[config.mk]
export PLATFORM = sky130hd
export DESIGN_NAME = dha_adapter_flat
export DESIGN_NICKNAME = d
export VERILOG_FILES = /design/src/hdl/dha_pkg.sv /design/src/hdl/dha_if.sv /design/src/hdl/dha_adapter.sv /design/src/flat_wrapper.sv
export SDC_FILE = /design/constraint.sdc
export NUM_CORES = 1
export LEC_CHECK = 0
export ABC_AREA = 1
export ABC_CLOCK_PERIOD_IN_PS = 5000
export BUFFER_PORTS_ARGS = -buffer_cell sky130_fd_sc_hd__buf_2
export CAP_MARGIN = 20
export CELL_PAD_IN_SITES_DETAIL_PLACEMENT = 1
export CELL_PAD_IN_SITES_GLOBAL_PLACEMENT = 2
export CORE_AREA = 3 3 121 123
export DETAILED_ROUTE_END_ITERATION = 8
export DIE_AREA = 0 0 124 126
export PLACE_DENSITY_LB_ADDON = 0.1
export SETUP_SLACK_MARGIN = 0.2
export SLEW_MARGIN = 20
export SYNTH_ARGS = -nofsm -noshare
export SYNTH_HDL_FRONTEND = slang
export SYNTH_SLANG_ARGS = --single-unit
[constraint.sdc]
create_clock -name clock -period 5 [get_ports clock]
set_input_delay 0.5 -clock clock [delete_from_list [all_inputs] [get_ports clock]]
set_output_delay 0.5 -clock clock [all_outputs]
set_load 0.005 [all_outputs]
[src/hdl/dha_pkg.sv]
// =====================================================================
// Shared constants for the dual host disc access arbiter
package dha_pkg;

  // =====================================================================
  // Command codes carried from a host to the adapter
  localparam logic [1:0] OP_SEEK  = 2'h0;  // Position heads on a cylinder
  localparam logic [1:0] OP_RECAL = 2'h1;  // Return heads to cylinder 0
  localparam logic [1:0] OP_READ  = 2'h2;  // Read one sector
  localparam logic [1:0] OP_WRITE = 2'h3;  // Write one sector

  // =====================================================================
  // Status word bit positions, kept per host
  localparam int ST_ERR  = 0;  // Any error
  localparam int ST_OVR  = 1;  // Channel overrun
  localparam int ST_CHK  = 2;  // Checkword mismatch
  localparam int ST_LOC  = 3;  // Location (seek) error
  localparam int ST_END  = 4;  // End error
  localparam int ST_SEC  = 5;  // Sector error
  localparam int ST_HEAD = 6;  // Head error
  localparam int ST_BAD  = 7;  // Defective sector
  localparam logic [7:0] ST_RESET = 8'h00;  // Status after reset

  // =====================================================================
  // Field widths
  localparam int DRV_W = 2;   // Drive unit number
  localparam int CYL_W = 10;  // Cylinder number

  // =====================================================================
  // Timing
  localparam int CLK_MHZ  = 100;   // System clock rate
  localparam int LOCK_MS  = 6000;  // Ownership timeout, six seconds
  localparam int LOCK_CYC = LOCK_MS * 1000 * CLK_MHZ;  // Timeout in clocks
  localparam int TMR_W    = 30;    // Timeout counter width

  // =====================================================================
  // Host recovery
  localparam int         MAX_RECAL  = 3;      // Recalibrations before giving up
  localparam logic [9:0] DUMMY_CYL  = 10'h000; // Cylinder of the dummy read
  localparam int         SECTOR_WDS = 256;    // Words moved by one read

endpackage

[src/hdl/dha_if.sv]
`timescale 1ns/1ps
// =====================================================================
// One host channel between a host processor and the shared adapter
interface dha_if;
  logic                        cmd_valid;    // Host holds a command
  logic [1:0]                  cmd_op;       // Command code
  logic [dha_pkg::DRV_W-1:0]   cmd_drive;    // Drive unit
  logic [dha_pkg::CYL_W-1:0]   cmd_cyl;      // Cylinder
  logic                        cmd_accept;   // Adapter took the command
  logic                        seek_done;    // Positioning complete flag
  logic                        xfer_done;    // Transfer complete flag
  logic                        irq;          // Program interrupt pulse
  logic [7:0]                  status;       // Status word
  logic                        status_valid; // Status word may be used
  logic                        locked_out;   // Host is blocked

  // Adapter end
  modport adapter (
    input  cmd_valid, cmd_op, cmd_drive, cmd_cyl,
    output cmd_accept, seek_done, xfer_done, irq, status, status_valid, locked_out
  );

  // Host end
  modport host (
    output cmd_valid, cmd_op, cmd_drive, cmd_cyl,
    input  cmd_accept, seek_done, xfer_done, irq, status, status_valid, locked_out
  );
endinterface

[src/hdl/dha_adapter.sv]
`timescale 1ns/1ps
// Operation
// Start of operation blocks other host, timeout
// Blocked host cannot select nor read status
// Grants alternate between hosts on demand
// Seek from waiting host held until free
// Transfer complete releases ownership at once
// Each host keeps its last status word
// Timeout counts from drive seek start
// Positioning complete flag plus interrupt, then status
// Host seeks before every transfer
// Host recalibrates, dummy reads after seek error
// Host abandons drive after repeated seek errors
// Fixed-head use: same order, alternate on conflict
// Timeout grants waiting host next cycle
module dha_adapter #(
  parameter int TIMEOUT_CYC = dha_pkg::LOCK_CYC
) (
  // Clock and reset
  input  wire logic                      clock,
  input  wire logic                      sys_rst,
  // Host channels
  dha_if.adapter                         h0,
  dha_if.adapter                         h1,
  // Disc subsystem
  output logic                           drv_cmd,
  output logic [1:0]                     drv_op,
  output logic [dha_pkg::DRV_W-1:0]      drv_unit,
  output logic [dha_pkg::CYL_W-1:0]      drv_cyl,
  input  wire logic                      drv_seek_begin,
  input  wire logic                      drv_seek_done,
  input  wire logic                      drv_xfer_done,
  input  wire logic [7:0]                drv_status
);

  // =====================================================================
  // Types
  typedef enum logic [2:0] {
    A_IDLE  = 3'b000,  // Free, accepts either host
    A_START = 3'b001,  // Seek issued, waiting for drive to move
    A_POS   = 3'b010,  // Heads moving
    A_READY = 3'b011,  // Positioned, owner may transfer
    A_XFER  = 3'b100   // Sector transfer running
  } dha_ast_t;

  typedef struct packed {
    dha_ast_t                      st;        // Arbiter state
    logic                          owner;     // Host holding the adapter
    logic                          last;      // Host granted last
    logic                          tmr_on;    // Timeout running
    logic [dha_pkg::TMR_W-1:0]     tmr;       // Timeout counter
    logic [1:0]                    accept;    // Command accept pulses
    logic [1:0]                    seek_done; // Positioning complete flags
    logic [1:0]                    xfer_done; // Transfer complete flags
    logic [1:0]                    irq;       // Interrupt pulses
    logic [1:0][7:0]               status;    // Status word per host
    logic [1:0]                    sval;      // Status valid per host
    logic [1:0]                    lock;      // Lockout per host
    logic                          drv_cmd;   // Drive command pulse
    logic [1:0]                    drv_op;    // Drive command code
    logic [dha_pkg::DRV_W-1:0]     drv_unit;  // Selected drive
    logic [dha_pkg::CYL_W-1:0]     drv_cyl;   // Target cylinder
  } dha_astate_t;

  localparam logic [dha_pkg::TMR_W-1:0] TMR_LAST = (dha_pkg::TMR_W)'(TIMEOUT_CYC - 1);

  // =====================================================================
  // Decode helpers
  // True for the two data transfer commands
  function automatic logic is_xfer(input logic [1:0] op);
    is_xfer = (op == dha_pkg::OP_READ) || (op == dha_pkg::OP_WRITE);
  endfunction

  // =====================================================================
  // State
  dha_astate_t s;       // Registered state
  dha_astate_t next_s;  // Next state

  // Host channel inputs gathered into arrays
  logic [1:0]                      vld;
  logic [1:0][1:0]                 op;
  logic [1:0][dha_pkg::DRV_W-1:0]  unit;
  logic [1:0][dha_pkg::CYL_W-1:0]  cyl;

  assign vld  = {h1.cmd_valid, h0.cmd_valid};
  assign op   = {h1.cmd_op, h0.cmd_op};
  assign unit = {h1.cmd_drive, h0.cmd_drive};
  assign cyl  = {h1.cmd_cyl, h0.cmd_cyl};

  // =====================================================================
  // Next state logic
  always_comb begin
    logic g;        // Host chosen for a grant
    logic timeout;  // Ownership time used up
    g       = 1'b0;
    timeout = 1'b0;
    next_s  = s;
    // Pulses last one cycle
    next_s.accept  = 2'b00;
    next_s.irq     = 2'b00;
    next_s.drv_cmd = 1'b0;
    // Timeout counter
    if (s.tmr_on) begin
      next_s.tmr = s.tmr + 1'b1;
      timeout    = (s.tmr == TMR_LAST);
    end
    case (s.st)
      A_IDLE: begin
        // Conflicting hosts take turns, a lone host is served at once
        if (vld == 2'b11) begin
          g = ~s.last;
        end else begin
          g = vld[1];
        end
        if (vld != 2'b00) begin
          next_s.owner        = g;
          next_s.last         = g;
          next_s.accept[g]    = 1'b1;
          next_s.lock[~g]     = 1'b1;
          next_s.lock[g]      = 1'b0;
          next_s.sval[~g]     = 1'b0;
          next_s.sval[g]      = 1'b0;
          next_s.seek_done[g] = 1'b0;
          next_s.xfer_done[g] = 1'b0;
          next_s.drv_cmd      = 1'b1;
          next_s.drv_op       = op[g];
          next_s.drv_unit     = unit[g];
          next_s.drv_cyl      = cyl[g];
          if (is_xfer(op[g])) begin
            // Transfer without a seek still runs under the timeout
            next_s.tmr    = '0;
            next_s.tmr_on = 1'b1;
            next_s.st     = A_XFER;
          end else begin
            next_s.st = A_START;
          end
        end
      end
      A_START: begin
        // Timeout measured from the moment the drive starts moving
        if (drv_seek_begin) begin
          if (!s.tmr_on) begin
            next_s.tmr    = '0;
            next_s.tmr_on = 1'b1;
          end
          next_s.st = A_POS;
        end
      end
      A_POS: begin
        // Positioning complete: flag, interrupt, status now valid
        if (drv_seek_done) begin
          next_s.seek_done[s.owner] = 1'b1;
          next_s.irq[s.owner]       = 1'b1;
          next_s.status[s.owner]    = drv_status;
          next_s.sval[s.owner]      = 1'b1;
          next_s.st                 = A_READY;
        end
      end
      A_READY: begin
        // Owner transfers or seeks again; the other host keeps waiting
        if (vld[s.owner]) begin
          next_s.accept[s.owner]    = 1'b1;
          next_s.seek_done[s.owner] = 1'b0;
          next_s.drv_cmd            = 1'b1;
          next_s.drv_op             = op[s.owner];
          next_s.drv_unit           = unit[s.owner];
          next_s.drv_cyl            = cyl[s.owner];
          if (is_xfer(op[s.owner])) begin
            next_s.st = A_XFER;
          end else begin
            next_s.st = A_START;
          end
        end
      end
      A_XFER: begin
        // Transfer complete frees the adapter for either host
        if (drv_xfer_done) begin
          next_s.xfer_done[s.owner] = 1'b1;
          next_s.irq[s.owner]       = 1'b1;
          next_s.status[s.owner]    = drv_status;
          next_s.sval[s.owner]      = 1'b1;
          next_s.tmr_on             = 1'b0;
          next_s.lock               = 2'b00;
          next_s.st                 = A_IDLE;
        end
      end
      default: begin
        next_s.st = A_IDLE;
      end
    endcase
    // Expired ownership: waiting host is granted from idle next cycle
    if (timeout && (s.st != A_IDLE)) begin
      next_s.tmr_on = 1'b0;
      next_s.lock   = 2'b00;
      next_s.st     = A_IDLE;
    end
    // A waiting host's seek simply stays pending on its channel
    if ((s.st != A_IDLE) && vld[~s.owner]) begin
      next_s.accept[~s.owner] = 1'b0;
    end
  end

  // =====================================================================
  // State register
  always_ff @(posedge clock or posedge sys_rst) begin
    if (sys_rst) begin
      s <= '{st: A_IDLE, owner: 1'b0, last: 1'b1, tmr_on: 1'b0, tmr: '0,
             accept: 2'b00, seek_done: 2'b00, xfer_done: 2'b00, irq: 2'b00,
             status: {dha_pkg::ST_RESET, dha_pkg::ST_RESET}, sval: 2'b00,
             lock: 2'b00, drv_cmd: 1'b0, drv_op: dha_pkg::OP_SEEK,
             drv_unit: '0, drv_cyl: '0};
    end else begin
      s <= next_s;
    end
  end

  // =====================================================================
  // Outputs, all from the state register
  assign h0.cmd_accept   = s.accept[0];
  assign h0.seek_done    = s.seek_done[0];
  assign h0.xfer_done    = s.xfer_done[0];
  assign h0.irq          = s.irq[0];
  assign h0.status       = s.status[0];
  assign h0.status_valid = s.sval[0];
  assign h0.locked_out   = s.lock[0];
  assign h1.cmd_accept   = s.accept[1];
  assign h1.seek_done    = s.seek_done[1];
  assign h1.xfer_done    = s.xfer_done[1];
  assign h1.irq          = s.irq[1];
  assign h1.status       = s.status[1];
  assign h1.status_valid = s.sval[1];
  assign h1.locked_out   = s.lock[1];
  assign drv_cmd         = s.drv_cmd;
  assign drv_op          = s.drv_op;
  assign drv_unit        = s.drv_unit;
  assign drv_cyl         = s.drv_cyl;

endmodule

[src/flat_wrapper.sv]
// flat-port wrapper written by rule: the top's interface ports become plain ports
module dha_adapter_flat 
#(
  parameter int TIMEOUT_CYC = dha_pkg::LOCK_CYC
)
  (clock, sys_rst, drv_cmd, drv_op, drv_unit, drv_cyl, drv_seek_begin, drv_seek_done, drv_xfer_done, drv_status, h0_cmd_valid, h0_cmd_op, h0_cmd_drive, h0_cmd_cyl, h0_cmd_accept, h0_seek_done, h0_xfer_done, h0_irq, h0_status, h0_status_valid, h0_locked_out, h1_cmd_valid, h1_cmd_op, h1_cmd_drive, h1_cmd_cyl, h1_cmd_accept, h1_seek_done, h1_xfer_done, h1_irq, h1_status, h1_status_valid, h1_locked_out);
  dha_if h0_i ();
  dha_if h1_i ();
  input  wire logic clock;
  input  wire logic sys_rst;
  output logic drv_cmd;
  output logic [1:0] drv_op;
  output logic [dha_pkg::DRV_W-1:0] drv_unit;
  output logic [dha_pkg::CYL_W-1:0] drv_cyl;
  input  wire logic drv_seek_begin;
  input  wire logic drv_seek_done;
  input  wire logic drv_xfer_done;
  input  wire logic [7:0] drv_status;
  input wire logic [$bits(h0_i.cmd_valid)-1:0] h0_cmd_valid;
  input wire logic [$bits(h0_i.cmd_op)-1:0] h0_cmd_op;
  input wire logic [$bits(h0_i.cmd_drive)-1:0] h0_cmd_drive;
  input wire logic [$bits(h0_i.cmd_cyl)-1:0] h0_cmd_cyl;
  output wire logic [$bits(h0_i.cmd_accept)-1:0] h0_cmd_accept;
  output wire logic [$bits(h0_i.seek_done)-1:0] h0_seek_done;
  output wire logic [$bits(h0_i.xfer_done)-1:0] h0_xfer_done;
  output wire logic [$bits(h0_i.irq)-1:0] h0_irq;
  output wire logic [$bits(h0_i.status)-1:0] h0_status;
  output wire logic [$bits(h0_i.status_valid)-1:0] h0_status_valid;
  output wire logic [$bits(h0_i.locked_out)-1:0] h0_locked_out;
  input wire logic [$bits(h1_i.cmd_valid)-1:0] h1_cmd_valid;
  input wire logic [$bits(h1_i.cmd_op)-1:0] h1_cmd_op;
  input wire logic [$bits(h1_i.cmd_drive)-1:0] h1_cmd_drive;
  input wire logic [$bits(h1_i.cmd_cyl)-1:0] h1_cmd_cyl;
  output wire logic [$bits(h1_i.cmd_accept)-1:0] h1_cmd_accept;
  output wire logic [$bits(h1_i.seek_done)-1:0] h1_seek_done;
  output wire logic [$bits(h1_i.xfer_done)-1:0] h1_xfer_done;
  output wire logic [$bits(h1_i.irq)-1:0] h1_irq;
  output wire logic [$bits(h1_i.status)-1:0] h1_status;
  output wire logic [$bits(h1_i.status_valid)-1:0] h1_status_valid;
  output wire logic [$bits(h1_i.locked_out)-1:0] h1_locked_out;
  assign h0_i.cmd_valid = h0_cmd_valid;
  assign h0_i.cmd_op = h0_cmd_op;
  assign h0_i.cmd_drive = h0_cmd_drive;
  assign h0_i.cmd_cyl = h0_cmd_cyl;
  assign h0_cmd_accept = h0_i.cmd_accept;
  assign h0_seek_done = h0_i.seek_done;
  assign h0_xfer_done = h0_i.xfer_done;
  assign h0_irq = h0_i.irq;
  assign h0_status = h0_i.status;
  assign h0_status_valid = h0_i.status_valid;
  assign h0_locked_out = h0_i.locked_out;
  assign h1_i.cmd_valid = h1_cmd_valid;
  assign h1_i.cmd_op = h1_cmd_op;
  assign h1_i.cmd_drive = h1_cmd_drive;
  assign h1_i.cmd_cyl = h1_cmd_cyl;
  assign h1_cmd_accept = h1_i.cmd_accept;
  assign h1_seek_done = h1_i.seek_done;
  assign h1_xfer_done = h1_i.xfer_done;
  assign h1_irq = h1_i.irq;
  assign h1_status = h1_i.status;
  assign h1_status_valid = h1_i.status_valid;
  assign h1_locked_out = h1_i.locked_out;
  dha_adapter #(.TIMEOUT_CYC(TIMEOUT_CYC)) u_core (.clock(clock), .sys_rst(sys_rst), .h0(h0_i), .h1(h1_i), .drv_cmd(drv_cmd), .drv_op(drv_op), .drv_unit(drv_unit), .drv_cyl(drv_cyl), .drv_seek_begin(drv_seek_begin), .drv_seek_done(drv_seek_done), .drv_xfer_done(drv_xfer_done), .drv_status(drv_status));
endmodule
==> results of run 1 <==
cell families after synthesis:
logic type	synth area share, %
simple gates	31.43
buf+inv	12.79
flops	42.83
compound gates	7.044
xor+xnor	3.414
mux	1.951
fa+ha+maj	0.5418
cells in the final DEF (no fill, tap or decap), types with 2 or more instances in the layout:
cell                        Yosys  final
sky130_fd_sc_hd__ha_1           2      2
sky130_fd_sc_hd__nand3_1       41     41
sky130_fd_sc_hd__inv_2          6      6
sky130_fd_sc_hd__nor3_1        10     10
sky130_fd_sc_hd__clkinv_2       0      2
sky130_fd_sc_hd__nor2_4         8      8
sky130_fd_sc_hd__o21ai_0       31     31
sky130_fd_sc_hd__nand4_1       12     12
sky130_fd_sc_hd__o31ai_1        2      2
sky130_fd_sc_hd__xor2_1        15     15
sky130_fd_sc_hd__bufinv_16      0      4
sky130_fd_sc_hd__or2_2          2      2
sky130_fd_sc_hd__mux2_2         8      8
sky130_fd_sc_hd__nor2_2         6      6
sky130_fd_sc_hd__nand2_4        2      2
sky130_fd_sc_hd__buf_2          1     85
sky130_fd_sc_hd__nor2_1        60     60
sky130_fd_sc_hd__nand2_1      166    166
sky130_fd_sc_hd__inv_1         67     66
sky130_fd_sc_hd__a21oi_1       21     21
sky130_fd_sc_hd__nand3b_1       2      2
sky130_fd_sc_hd__nand2_2        7      7
sky130_fd_sc_hd__xnor2_1        3      3
sky130_fd_sc_hd__dfrtp_1       78     78
sky130_fd_sc_hd__a21oi_2        3      3
sky130_fd_sc_hd__clkbuf_16      0      9
sequential cells by signal (all words and copies together) (netlist names), 2 cells and up:
| signal | flops |
|---|---|
| u_core.drv_cyl | 10 |
| u_core.drv_op | 2 |
| u_core.drv_unit | 2 |
| u_core.h0.status | 8 |
| u_core.h1.status | 8 |
| u_core.s | 36 |
path summary, 6_finish.rpt:
kind	from	end	slack [ps]
hold / removal	sys_rst	u_core.s[58]	140
min in group clock	drv_status[4]	u_core.h1.status[4]	370
hold reg to reg	u_core.h1.status[7]	u_core.h1.status[7]	470
setup / recovery	u_core.s[74]	u_core.s[55]	2980
setup reg to reg	u_core.s[74]	u_core.s[55]	2980
max in group asynchronous	sys_rst	u_core.s[74]	3860
per-stage QoR:
stage | power, uW | util [%] | std cells
after floorplan | 1925 | - | 601
after global placement | 2091 | 36.06 | 826
after detailed placement | 2130 | 36.06 | 826
after CTS | 2957 | 38.69 | 842
after global routing | 3143 | 38.84 | 843
final | 2891 | 38.84 | 843
layer usage:
metal  vias up  wire [um]
met4         0        210
met1      1909       5727
met3        15        461
li1       1976          -
met5         -          0
met2        58       6226
power groups by stage:
stage               Sequential [uW]  Clock (uW)  Combinational [uW]
floorplan                       950           0                 976
global placement               1010           0                1080
detailed placement             1010           0                1120
CTS                            1000         834                1120
global route                   1040         862                1240
finish                          999         813                1080
cell type report:
class | instances | area share, %
inverter | 74 | 5.263
multi-input combinational | 407 | 38.32
tap | 180 | 4.211
timing repair buffer | 87 | 8.468
sequential | 79 | 36.98
clock inverter | 6 | 2.480
clock buffer | 10 | 4.281
==> run_summary.xml, run 1 <==
<?xml version="1.0" encoding="UTF-8"?>
<metrics>
  <group name="status">
    <metric name="run_status" unit="">finished, final reports clean</metric>
  </group>
  <group name="floorplan">
    <metric name="die_area" unit="um2">15620</metric>
    <metric name="core_area" unit="um2">13770</metric>
    <metric name="floorplan.initialDensity" unit="%">33.53</metric>
    <metric name="std_cell_rows" unit="">43</metric>
    <metric name="die_w" unit="um">124</metric>
    <metric name="die_h" unit="um">126</metric>
    <metric name="io_pins" unit="">86</metric>
  </group>
  <group name="clock_network">
    <metric name="clock_tree.htree_level_count" unit="">3</metric>
    <metric name="clk_path_buf_depth" unit="">2</metric>
    <metric name="cts.sinks" unit="">79</metric>
    <metric name="cts.reportedPaths.clkPinSlew" unit="ps">70</metric>
    <metric name="number_of_buffers_inserted_by_hold_repair_at_cts" unit="">0</metric>
    <metric name="postCtsSetupBuffers" unit="">0</metric>
    <metric name="cts_buffers" unit="">9</metric>
    <metric name="clk_root_buffer_cell" unit="">sky130_fd_sc_hd__clkbuf_16</metric>
    <metric name="post_cts.resized_instances" unit="">0</metric>
    <metric name="clkLatencyLatePin" unit="ps">340</metric>
    <metric name="cts_tree" unit="">done</metric>
  </group>
  <group name="placed_design">
    <metric name="port-buffer-count" unit="">85</metric>
    <metric name="gp_weighted_congestion" unit="">0.7832</metric>
    <metric name="dpl-instance-area" unit="um2">4967</metric>
    <metric name="place_ws" unit="ps">2792</metric>
    <metric name="place.detailed.hpwl" unit="um">9603</metric>
  </group>
  <group name="sta">
    <metric name="timing_worst_slew_pin_value" unit="ps">889.4</metric>
    <metric name="clock.fmax" unit="GHz">0.4952</metric>
    <metric name="relSlewSlack" unit="%">40.71</metric>
    <metric name="hold_slack" unit="ps">144.1</metric>
    <metric name="finalSetupTns" unit="ps">0</metric>
    <metric name="clock_skew" unit="ps">6.942</metric>
    <metric name="unrepaired_setup_endpoints_after_global_routing" unit="">no</metric>
    <metric name="fin_ws" unit="ps">2981</metric>
    <metric name="finalHoldViolations" unit="">0</metric>
    <metric name="setup_violations" unit="">0</metric>
    <metric name="final.period_utilization" unit="%">40.38</metric>
    <metric name="report.final.slew_viol_count" unit="">0</metric>
    <metric name="finalWorstPathRequiredPeriod" unit="ps">2019</metric>
  </group>
  <group name="grt">
    <metric name="busiest_layer" unit="">met2</metric>
    <metric name="global_route.overflow_total" unit="">0</metric>
    <metric name="global_route.usage.met1" unit="%">22.22</metric>
    <metric name="number_of_global_route_vias_before_repair" unit="">4278</metric>
    <metric name="globalRouteMet3Util" unit="%">3.278</metric>
    <metric name="met2_usage" unit="%">29.05</metric>
    <metric name="grt_usage" unit="%">17.31</metric>
    <metric name="grt_max_degree" unit="">52</metric>
    <metric name="grt_antenna_before_repair" unit="">0</metric>
    <metric name="grt_first_pass_wirelength" unit="um">21340</metric>
  </group>
  <group name="logic_synthesis">
    <metric name="ys_warn_count" unit="">0</metric>
    <metric name="postSynth.topFlopCell" unit="">sky130_fd_sc_hd__dfrtp_1</metric>
    <metric name="post-synth-top-area-fraction" unit="%">42.26</metric>
    <metric name="seq_area_frac_synth" unit="%">42.83</metric>
    <metric name="postSynthNetCount" unit="">646</metric>
    <metric name="postSynthRegisterBits" unit="">79</metric>
    <metric name="yosys.cell_count.top_type" unit="">sky130_fd_sc_hd__nand2_1</metric>
    <metric name="synth-edff-count" unit="">0</metric>
    <metric name="ys_types" unit="">35</metric>
    <metric name="synth_area_leader_cell" unit="">sky130_fd_sc_hd__dfrtp_1</metric>
    <metric name="synth.top_cells.by_area" unit="">sky130_fd_sc_hd__dfrtp_1, sky130_fd_sc_hd__nand2_1, sky130_fd_sc_hd__inv_1</metric>
    <metric name="netlist_instances" unit="">601</metric>
    <metric name="syn_avg_cell_area" unit="um2">7.684</metric>
    <metric name="ys_top_cells_by_count" unit="">sky130_fd_sc_hd__nand2_1, sky130_fd_sc_hd__dfrtp_1, sky130_fd_sc_hd__inv_1</metric>
    <metric name="netlist_area" unit="um2">4618</metric>
    <metric name="synthArstFlopShare" unit="%">100.0</metric>
  </group>
  <group name="layout">
    <metric name="layout-area-overhead-vs-synth" unit="%">15.82</metric>
    <metric name="ff_latch_area" unit="um2">1978</metric>
    <metric name="num-fill-cells" unit="">1738</metric>
    <metric name="antenna-diode-count" unit="">0</metric>
    <metric name="drive_above_1_share" unit="%">22.78</metric>
    <metric name="layout.cell_area.non_filler" unit="um2">5349</metric>
    <metric name="design.final.nets" unit="">703</metric>
    <metric name="multi_input_gate_area_in_the_final_layout" unit="um2">2049</metric>
  </group>
  <group name="critical_path">
    <metric name="cp_slowest_stage_delay" unit="ps">530</metric>
    <metric name="path_max_fanout" unit="">24</metric>
    <metric name="critical_path.n_buffers_inverters" unit="">3</metric>
    <metric name="critical_path.startpoint_type" unit="">flop</metric>
    <metric name="worst_reg2reg_path_length_in_cells" unit="">10</metric>
    <metric name="criticalPathCategory" unit="">flop to flop</metric>
    <metric name="timing.critical_path.slowest_stage_cell" unit="">sky130_fd_sc_hd__dfstp_2</metric>
    <metric name="crit_path_cell_trace" unit="">nand2_1 &gt; nand2_2 &gt; nand2_1 &gt; nand2_1 &gt; inv_1 &gt; nor2_2 &gt; inv_1 &gt; nand3_4 &gt; inv_4 &gt; a21oi_1</metric>
    <metric name="cell_type_with_the_highest_occurrence_count_on_the_critical_path" unit="">sky130_fd_sc_hd__nand2_1</metric>
    <metric name="cpLargestDelayFamily" unit="">simple AND/OR/NAND/NOR gates</metric>
    <metric name="worst_ep_arrival_time" unit="ps">2280</metric>
    <metric name="cp-end-kind" unit="">flop</metric>
    <metric name="critical_path_depth" unit="">10</metric>
    <metric name="worst_ep_required_time" unit="ps">5260</metric>
  </group>
  <group name="power">
    <metric name="power.internal" unit="uW">1782</metric>
    <metric name="p_sw" unit="uW">1109</metric>
    <metric name="combinational_share_of_power" unit="%">37.3</metric>
    <metric name="power.clock.fraction" unit="%">28.1</metric>
    <metric name="pwr-share-seq" unit="%">34.5</metric>
    <metric name="cell_area_power_density" unit="nW/um2">540.6</metric>
    <metric name="power.share.switching" unit="%">38.37</metric>
    <metric name="power.ir.vdd_worst" unit="uV">235.5</metric>
    <metric name="power.static_leakage" unit="uW">0.002711</metric>
  </group>
  <group name="drt">
    <metric name="via_per_inst" unit="">4.695</metric>
    <metric name="wire_per_inst" unit="um">14.98</metric>
    <metric name="routed-via-count" unit="">3958</metric>
    <metric name="drcViolationCount" unit="">0</metric>
    <metric name="dr.pass1.iters" unit="">4</metric>
    <metric name="antenna_violating_nets_post_route" unit="">0</metric>
    <metric name="drt-total-wl" unit="um">12630</metric>
    <metric name="number_of_design_rule_violations_left_by_the_first_detailed_router_iteration" unit="">173</metric>
  </group>
  <group name="min_path">
    <metric name="min_path_type" unit="">input port to asynchronous set/reset pin</metric>
  </group>
  <group name="flow_run">
    <metric name="max_cap_violations" unit="">0</metric>
  </group>
</metrics>
Power figures use the tool's default switching activity.
==> inputs of run 2 (changes only) <==
--- a/config.mk
+++ b/config.mk
@@ -6,14 +6,14 @@
 export NUM_CORES = 1
 export LEC_CHECK = 0
 export ABC_AREA = 1
-export ABC_CLOCK_PERIOD_IN_PS = 5000
+export ABC_CLOCK_PERIOD_IN_PS = 2000
 export BUFFER_PORTS_ARGS = -buffer_cell sky130_fd_sc_hd__buf_2
 export CAP_MARGIN = 20
 export CELL_PAD_IN_SITES_DETAIL_PLACEMENT = 1
 export CELL_PAD_IN_SITES_GLOBAL_PLACEMENT = 2
-export CORE_AREA = 3 3 121 123
+export CORE_AREA = 3 3 125 127
 export DETAILED_ROUTE_END_ITERATION = 8
-export DIE_AREA = 0 0 124 126
+export DIE_AREA = 0 0 128 130
 export PLACE_DENSITY_LB_ADDON = 0.1
 export SETUP_SLACK_MARGIN = 0.2
 export SLEW_MARGIN = 20
==> constraint.sdc (replaced) <==
create_clock -name clock -period 2 [get_ports clock]
set_input_delay 0.2 -clock clock [delete_from_list [all_inputs] [get_ports clock]]
set_output_delay 0.2 -clock clock [all_outputs]
set_load 0.005 [all_outputs]
==> run 2 against run 1 <==
Against the previous run: clock-buffer cell count down 1; worst hold slack worse by 76 ps; global-route usage down 0.59 points; total power rose to 2.6 times the previous value; die area up 6.5%; critical endpoint is now u_core.drv_op[0]; worst setup slack worse by 2700 ps; via count up 0.78%; clock skew up 1.6 ps; sequential share of layout area down 1.2 points.
==> run_summary.xml, run 2 (synthesis gave the netlist of run 1 again) <==
<?xml version="1.0" encoding="UTF-8"?>
<metrics>
  <group name="status">
    <metric name="run_status" unit="">finished, final reports clean</metric>
  </group>
  <group name="layout">
    <metric name="layout.cells.most_common" unit="">sky130_fd_sc_hd__nand2_1</metric>
    <metric name="layout.cell_area.non_filler" unit="um2">5537</metric>
    <metric name="design.final.nets" unit="">718</metric>
    <metric name="layout-area-overhead-vs-synth" unit="%">19.89</metric>
    <metric name="antenna-diode-count" unit="">0</metric>
    <metric name="drive_above_1_share" unit="%">26.40</metric>
    <metric name="final_cells" unit="">862</metric>
    <metric name="registers.top_by_ff_count" unit="">u_core.s</metric>
    <metric name="layout.cells.most_common_list" unit="">sky130_fd_sc_hd__nand2_1, sky130_fd_sc_hd__buf_2, sky130_fd_sc_hd__dfrtp_1</metric>
    <metric name="largest_register_ff_count" unit="">36</metric>
    <metric name="postLayoutCoreUtil" unit="%">38.09</metric>
    <metric name="num-fill-cells" unit="">1865</metric>
  </group>
  <group name="drt">
    <metric name="routed-via-count" unit="">3989</metric>
    <metric name="wire_per_inst" unit="um">15.28</metric>
    <metric name="via_per_inst" unit="">4.628</metric>
    <metric name="antenna_violating_nets_post_route" unit="">0</metric>
    <metric name="drcViolationCount" unit="">0</metric>
    <metric name="number_of_design_rule_violations_left_by_the_first_detailed_router_iteration" unit="">128</metric>
    <metric name="dr.pass1.iters" unit="">4</metric>
    <metric name="drt-total-wl" unit="um">13170</metric>
  </group>
  <group name="sta">
    <metric name="report.final.slew_viol_count" unit="">0</metric>
    <metric name="finalSetupTns" unit="ps">0</metric>
    <metric name="relSlewSlack" unit="%">62.31</metric>
    <metric name="timing_worst_slew_pin_value" unit="ps">564.2</metric>
    <metric name="final.period_utilization" unit="%">85.38</metric>
    <metric name="hold_slack" unit="ps">67.89</metric>
    <metric name="finalWorstPathRequiredPeriod" unit="ps">1708</metric>
    <metric name="clock.fmax" unit="GHz">0.5856</metric>
    <metric name="finalHoldViolations" unit="">0</metric>
    <metric name="clock_skew" unit="ps">8.574</metric>
    <metric name="setup_violations" unit="">0</metric>
    <metric name="unrepaired_setup_endpoints_after_global_routing" unit="">yes</metric>
  </group>
  <group name="placed_design">
    <metric name="numPlacedInstances" unit="">842</metric>
    <metric name="gp_weighted_congestion" unit="">0.7828</metric>
    <metric name="place.detailed.hpwl" unit="um">10070</metric>
    <metric name="dpl-instance-area" unit="um2">5102</metric>
    <metric name="port-buffer-count" unit="">85</metric>
  </group>
  <group name="clock_network">
    <metric name="cts_tree" unit="">done</metric>
    <metric name="cts.sinks" unit="">79</metric>
    <metric name="clk_path_buf_depth" unit="">2</metric>
    <metric name="cts_buffers" unit="">9</metric>
    <metric name="cts.reportedPaths.clkPinSlew" unit="ps">70</metric>
    <metric name="clkLatencyLatePin" unit="ps">350</metric>
    <metric name="clock_tree.htree_level_count" unit="">3</metric>
    <metric name="clk_root_buffer_cell" unit="">sky130_fd_sc_hd__clkbuf_16</metric>
  </group>
  <group name="grt">
    <metric name="grt_max_degree" unit="">40</metric>
    <metric name="grt_antenna_before_repair" unit="">0</metric>
    <metric name="grt_first_pass_wirelength" unit="um">22110</metric>
    <metric name="grt_usage" unit="%">16.73</metric>
    <metric name="global_route.overflow_total" unit="">0</metric>
    <metric name="number_of_global_route_vias_before_repair" unit="">4493</metric>
  </group>
  <group name="floorplan">
    <metric name="std_cell_rows" unit="">44</metric>
    <metric name="die_w" unit="um">128</metric>
    <metric name="io_pins" unit="">86</metric>
    <metric name="floorplan.initialDensity" unit="%">31.78</metric>
    <metric name="die_area" unit="um2">16640</metric>
    <metric name="core_area" unit="um2">14530</metric>
    <metric name="die_h" unit="um">130</metric>
  </group>
  <group name="power">
    <metric name="cell_area_power_density" unit="nW/um2">1351</metric>
    <metric name="power.ir.vdd_worst" unit="uV">532.7</metric>
    <metric name="power.static_leakage" unit="uW">0.002784</metric>
  </group>
  <group name="min_path">
    <metric name="min_path_type" unit="">input port to flop</metric>
  </group>
  <group name="flow_run">
    <metric name="max_cap_violations" unit="">0</metric>
  </group>
  <group name="critical_path">
    <metric name="path_max_fanout" unit="">5</metric>
    <metric name="reg2reg_setup_slack" unit="ps">290</metric>
    <metric name="criticalPathCategory" unit="">flop to flop</metric>
    <metric name="cp-end-kind" unit="">flop</metric>
    <metric name="worst_ep_required_time" unit="ps">2280</metric>
    <metric name="critical_path.startpoint_type" unit="">flop</metric>
    <metric name="worst_ep_arrival_time" unit="ps">1990</metric>
  </group>
</metrics>
run 2: where the power goes:
group          leakage, uW  switching (uW)  internal, uW  total (uW)
Clock             0.000166             774          1130        1900
Combinational      0.00160            1870          1230        3100
Sequential         0.00102             365          2110        2480
run 2: layout make-up:
type                    instances  area, um2  share of cell area, %
multi-input cells             407       2108                  38.08
flip-flops and latches         79       1982                  35.80
repair buffers                102      593.1                  10.71
inverters                      74      286.5                  5.175
well taps                     184      230.2                  4.158
clock buffers                   9      225.2                  4.068
clock inverters                 7      111.4                  2.011
run 2: through the flow:
| step | setup slack (ps) | power [uW] |
|---|---|---|
| 2_1_floorplan | 429.4 | 4814 |
| 5_1_grt | 163.5 | 8141 |
| 3_5_place_dp | 89.36 | 5540 |
| 4_1_cts | 223.2 | 7534 |
| 3_3_place_gp | 183.2 | 5474 |
| 6_report | 292.3 | 7479 |
run 2: repair_timing:
item,in CTS,in global routing
resized for setup,4,14
setup endpoints to repair,30,55
setup buffers,0,3
hold buffers,1,0
endpoints found under the hold margin,19,0
pin swaps,0,1
run 2: metal layers:
layer	track usage [%]	vias up	routed length (um)
met5	0	-	0
met4	3.933	0	125
met3	3.561	8	387
met1	20.27	1924	5811
met2	30.44	50	6845
li1	-	2007	-
run 2: path summary, 6_finish.rpt:
path	startpoint	endpoint	cells after the start
max	u_core.s[76]	u_core.drv_op[0]	8
min	drv_status[4]	u_core.h1.status[4]	3
max reg2reg	u_core.s[76]	u_core.drv_op[0]	8
min reg2reg	u_core.h1.status[7]	u_core.h1.status[7]	2
max in group asynchronous	sys_rst	u_core.s[77]	4
min in group asynchronous	sys_rst	u_core.s[50]	3
run 2: worst max-delay path, stage by stage (launching register included):
cell,delay [ps]
sky130_fd_sc_hd__dfrtp_2,480
sky130_fd_sc_hd__nor2_4,170
sky130_fd_sc_hd__nand2_2,140
sky130_fd_sc_hd__nor2_4,210
sky130_fd_sc_hd__nand2_1,130
sky130_fd_sc_hd__o31ai_1,120
sky130_fd_sc_hd__buf_4,190
sky130_fd_sc_hd__nand2_1,50
sky130_fd_sc_hd__a21oi_1,130
==> inputs of run 3 (changes only) <==
--- a/config.mk
+++ b/config.mk
@@ -8,12 +8,13 @@
 export ABC_AREA = 1
 export ABC_CLOCK_PERIOD_IN_PS = 2000
 export BUFFER_PORTS_ARGS = -buffer_cell sky130_fd_sc_hd__buf_2
-export CAP_MARGIN = 20
+export CAP_MARGIN = 10
 export CELL_PAD_IN_SITES_DETAIL_PLACEMENT = 1
 export CELL_PAD_IN_SITES_GLOBAL_PLACEMENT = 2
-export CORE_AREA = 3 3 125 127
+export CORE_AREA = 3 3 123 125
+export CTS_BUF_LIST = sky130_fd_sc_hd__clkbuf_8
 export DETAILED_ROUTE_END_ITERATION = 8
-export DIE_AREA = 0 0 128 130
+export DIE_AREA = 0 0 126 128
 export PLACE_DENSITY_LB_ADDON = 0.1
 export SETUP_SLACK_MARGIN = 0.2
 export SLEW_MARGIN = 20
==> run 3 against run 2 <==
Against the previous run: register-to-register slack gained 30 ps; clock-buffer cell count grew 1; non-clock buffer count is the same; sequential share of layout area grew 0.74 points; highest routed layer unchanged; flip-flop and latch count is the same; sequential power shrank 2%; routed wire length shrank 0.56%; cell count shrank 0.35%; total power shrank 6.3%; worst hold slack lost 29 ps; worst setup slack gained 33 ps.
==> run_summary.xml, run 3 (synthesis gave the netlist of run 1 again) <==
<?xml version="1.0" encoding="UTF-8"?>
<metrics>
  <group name="status">
    <metric name="run_status" unit="">finished, final reports clean</metric>
  </group>
  <group name="floorplan">
    <metric name="die_h" unit="um">128</metric>
    <metric name="io_pins" unit="">86</metric>
    <metric name="die_w" unit="um">126</metric>
    <metric name="std_cell_rows" unit="">43</metric>
    <metric name="die_area" unit="um2">16130</metric>
    <metric name="floorplan.initialDensity" unit="%">33.01</metric>
    <metric name="core_area" unit="um2">13990</metric>
  </group>
  <group name="drt">
    <metric name="wire_per_inst" unit="um">15.25</metric>
    <metric name="dr.pass1.iters" unit="">6</metric>
    <metric name="antenna_violating_nets_post_route" unit="">0</metric>
    <metric name="routed-via-count" unit="">4043</metric>
    <metric name="number_of_design_rule_violations_left_by_the_first_detailed_router_iteration" unit="">177</metric>
    <metric name="drcViolationCount" unit="">0</metric>
    <metric name="drt-total-wl" unit="um">13100</metric>
    <metric name="via_per_inst" unit="">4.707</metric>
  </group>
  <group name="sta">
    <metric name="clock_skew" unit="ps">8.347</metric>
    <metric name="finalWorstPathRequiredPeriod" unit="ps">1674</metric>
    <metric name="finalSetupTns" unit="ps">0</metric>
    <metric name="unrepaired_setup_endpoints_after_global_routing" unit="">no</metric>
    <metric name="clock.fmax" unit="GHz">0.5973</metric>
    <metric name="timing_worst_slew_pin_value" unit="ps">456.4</metric>
    <metric name="final.period_utilization" unit="%">83.72</metric>
    <metric name="report.final.slew_viol_count" unit="">0</metric>
    <metric name="relSlewSlack" unit="%">69.58</metric>
    <metric name="setup_violations" unit="">0</metric>
    <metric name="finalHoldViolations" unit="">0</metric>
  </group>
  <group name="power">
    <metric name="post-layout-total-power" unit="uW">7009</metric>
    <metric name="power.clock.fraction" unit="%">19.6</metric>
    <metric name="p_sw" unit="uW">2875</metric>
    <metric name="power.share.switching" unit="%">41.01</metric>
    <metric name="power.static_leakage" unit="uW">0.002719</metric>
    <metric name="combinational_share_of_power" unit="%">45.5</metric>
    <metric name="cell_area_power_density" unit="nW/um2">1293</metric>
    <metric name="power.ir.vdd_worst" unit="uV">628.0</metric>
    <metric name="pwr-share-seq" unit="%">34.9</metric>
    <metric name="power.internal" unit="uW">4135</metric>
  </group>
  <group name="grt">
    <metric name="grt_usage" unit="%">16.84</metric>
    <metric name="globalRouteMet3Util" unit="%">3.750</metric>
    <metric name="grt_first_pass_wirelength" unit="um">22010</metric>
    <metric name="grt_antenna_before_repair" unit="">0</metric>
    <metric name="global_route.overflow_total" unit="">0</metric>
    <metric name="number_of_global_route_vias_before_repair" unit="">4355</metric>
    <metric name="global_route.usage.met1" unit="%">21.35</metric>
    <metric name="met2_usage" unit="%">29.20</metric>
    <metric name="busiest_layer" unit="">met2</metric>
    <metric name="grt_max_degree" unit="">80</metric>
  </group>
  <group name="critical_path">
    <metric name="path_max_fanout" unit="">8</metric>
    <metric name="cp_slowest_stage_delay" unit="ps">490</metric>
    <metric name="criticalPathCategory" unit="">flop to flop</metric>
    <metric name="timing.critical_path.slowest_stage_cell" unit="">sky130_fd_sc_hd__dfrtp_1</metric>
    <metric name="crit_path_cell_trace" unit="">nor3_2 &gt; nand2_2 &gt; nand2_2 &gt; a21oi_2 &gt; nand3_4 &gt; buf_4 &gt; nand2_1 &gt; nor2_1</metric>
    <metric name="worst_ep_arrival_time" unit="ps">1980</metric>
    <metric name="cp-end-kind" unit="">flop</metric>
    <metric name="worst_ep_required_time" unit="ps">2300</metric>
    <metric name="critical_path.startpoint_type" unit="">flop</metric>
    <metric name="cell_type_with_the_highest_occurrence_count_on_the_critical_path" unit="">sky130_fd_sc_hd__nand2_2</metric>
  </group>
  <group name="layout">
    <metric name="layout-area-overhead-vs-synth" unit="%">17.39</metric>
    <metric name="drive_above_1_share" unit="%">26.80</metric>
    <metric name="final_cells" unit="">859</metric>
    <metric name="design.final.nets" unit="">719</metric>
    <metric name="registers.top_by_ff_count" unit="">u_core.s</metric>
    <metric name="layout.cells.most_common_list" unit="">sky130_fd_sc_hd__nand2_1, sky130_fd_sc_hd__buf_2, sky130_fd_sc_hd__dfrtp_1</metric>
    <metric name="layout.cells.most_common" unit="">sky130_fd_sc_hd__nand2_1</metric>
    <metric name="antenna-diode-count" unit="">0</metric>
    <metric name="largest_register_ff_count" unit="">36</metric>
  </group>
  <group name="placed_design">
    <metric name="gp_weighted_congestion" unit="">0.7753</metric>
    <metric name="port-buffer-count" unit="">85</metric>
    <metric name="place.detailed.hpwl" unit="um">9879</metric>
    <metric name="numPlacedInstances" unit="">837</metric>
  </group>
  <group name="clock_network">
    <metric name="clk_path_buf_depth" unit="">2</metric>
    <metric name="cts.sinks" unit="">79</metric>
    <metric name="cts.reportedPaths.clkPinSlew" unit="ps">90</metric>
    <metric name="cts_tree" unit="">done</metric>
    <metric name="cts_buffers" unit="">9</metric>
    <metric name="clock_tree.htree_level_count" unit="">3</metric>
    <metric name="clkLatencyLatePin" unit="ps">370</metric>
    <metric name="clk_root_buffer_cell" unit="">sky130_fd_sc_hd__clkbuf_8</metric>
  </group>
  <group name="min_path">
    <metric name="min_path_type" unit="">input port to flop</metric>
  </group>
  <group name="flow_run">
    <metric name="max_cap_violations" unit="">0</metric>
  </group>
</metrics>
==> run 3: final timing paths <==
kind                                     startpoint                   to  slack (ps)  cells past startpoint
worst min register to register  u_core.h1.status[4]  u_core.h1.status[4]         470                      2
worst max-delay path                   u_core.s[77]         u_core.s[63]         330                      8
worst min-delay path                  drv_status[0]  u_core.h1.status[0]          40                      3
worst max register to register         u_core.s[77]         u_core.s[63]         330                      8
min in group asynchronous                   sys_rst         u_core.s[47]         490                      4
max in group asynchronous                   sys_rst         u_core.s[74]        1130                      4
==> run 3: worst max-delay path: cells and delay by family (launching register included) <==
kind / cells / cell delay (ps)
flip-flops: 1 / 490
buffers and inverters: 1 / 180
AO/OA/AOI/OAI: 1 / 60
AND/OR/NAND/NOR: 6 / 880
==> run 3: repair_timing <==
| item | in CTS | in global routing |
|---|---|---|
| hold endpoints to repair | 78 | 0 |
| setup endpoints to repair | 14 | 45 |
| gates cloned | 0 | 1 |
| gates resized for setup | 2 | 18 |
| buffers inserted | 0 | 4 |
| pin swaps | 0 | 3 |
| hold buffers | 1 | 0 |
==> run 3: area by class of cell <==
cell class | count | area [um2]
repair inverters | 1 | 5.005
inverters | 74 | 287.8
multi-input cells | 407 | 2107
flip-flops and latches | 79 | 1981
fillers | 1760 | 8567
well taps | 180 | 225.2
clock buffers | 10 | 137.6
clock inverters | 6 | 85.08
repair buffers | 102 | 593.1
==> run 3: per-stage QoR <==
| stage | area, um2 | setup WS, ps | util [%] | hold WS, ps |
|---|---|---|---|---|
| floorplan | 4622 | 429.4 | - | 316.6 |
| global placement | 5090 | 204.0 | 36.39 | 363.6 |
| detailed placement | 5090 | 182.3 | 36.39 | 370.5 |
| CTS | 5330 | 224.6 | 38.10 | 21.79 |
| global route | 5421 | 190.5 | 38.76 | 36.93 |
| finish | 5421 | 325.7 | 38.76 | 38.42 |
==> run 3: power by group through the flow <==
stage | registers (uW) | logic [uW] | clock network (uW)
finish | 2440 | 3190 | 1370
global route | 2530 | 3620 | 1500
CTS | 2440 | 3180 | 1430
detailed placement | 2460 | 3150 | 0
global placement | 2440 | 3100 | 0
floorplan | 2370 | 2440 | 0
==> run 3: per-layer routing <==
layer / wire, um / part of all wire [%]
met5: 0 / 0
met4: 134 / 1.0
met3: 389 / 3.0
met2: 6652 / 51
met1: 5920 / 45
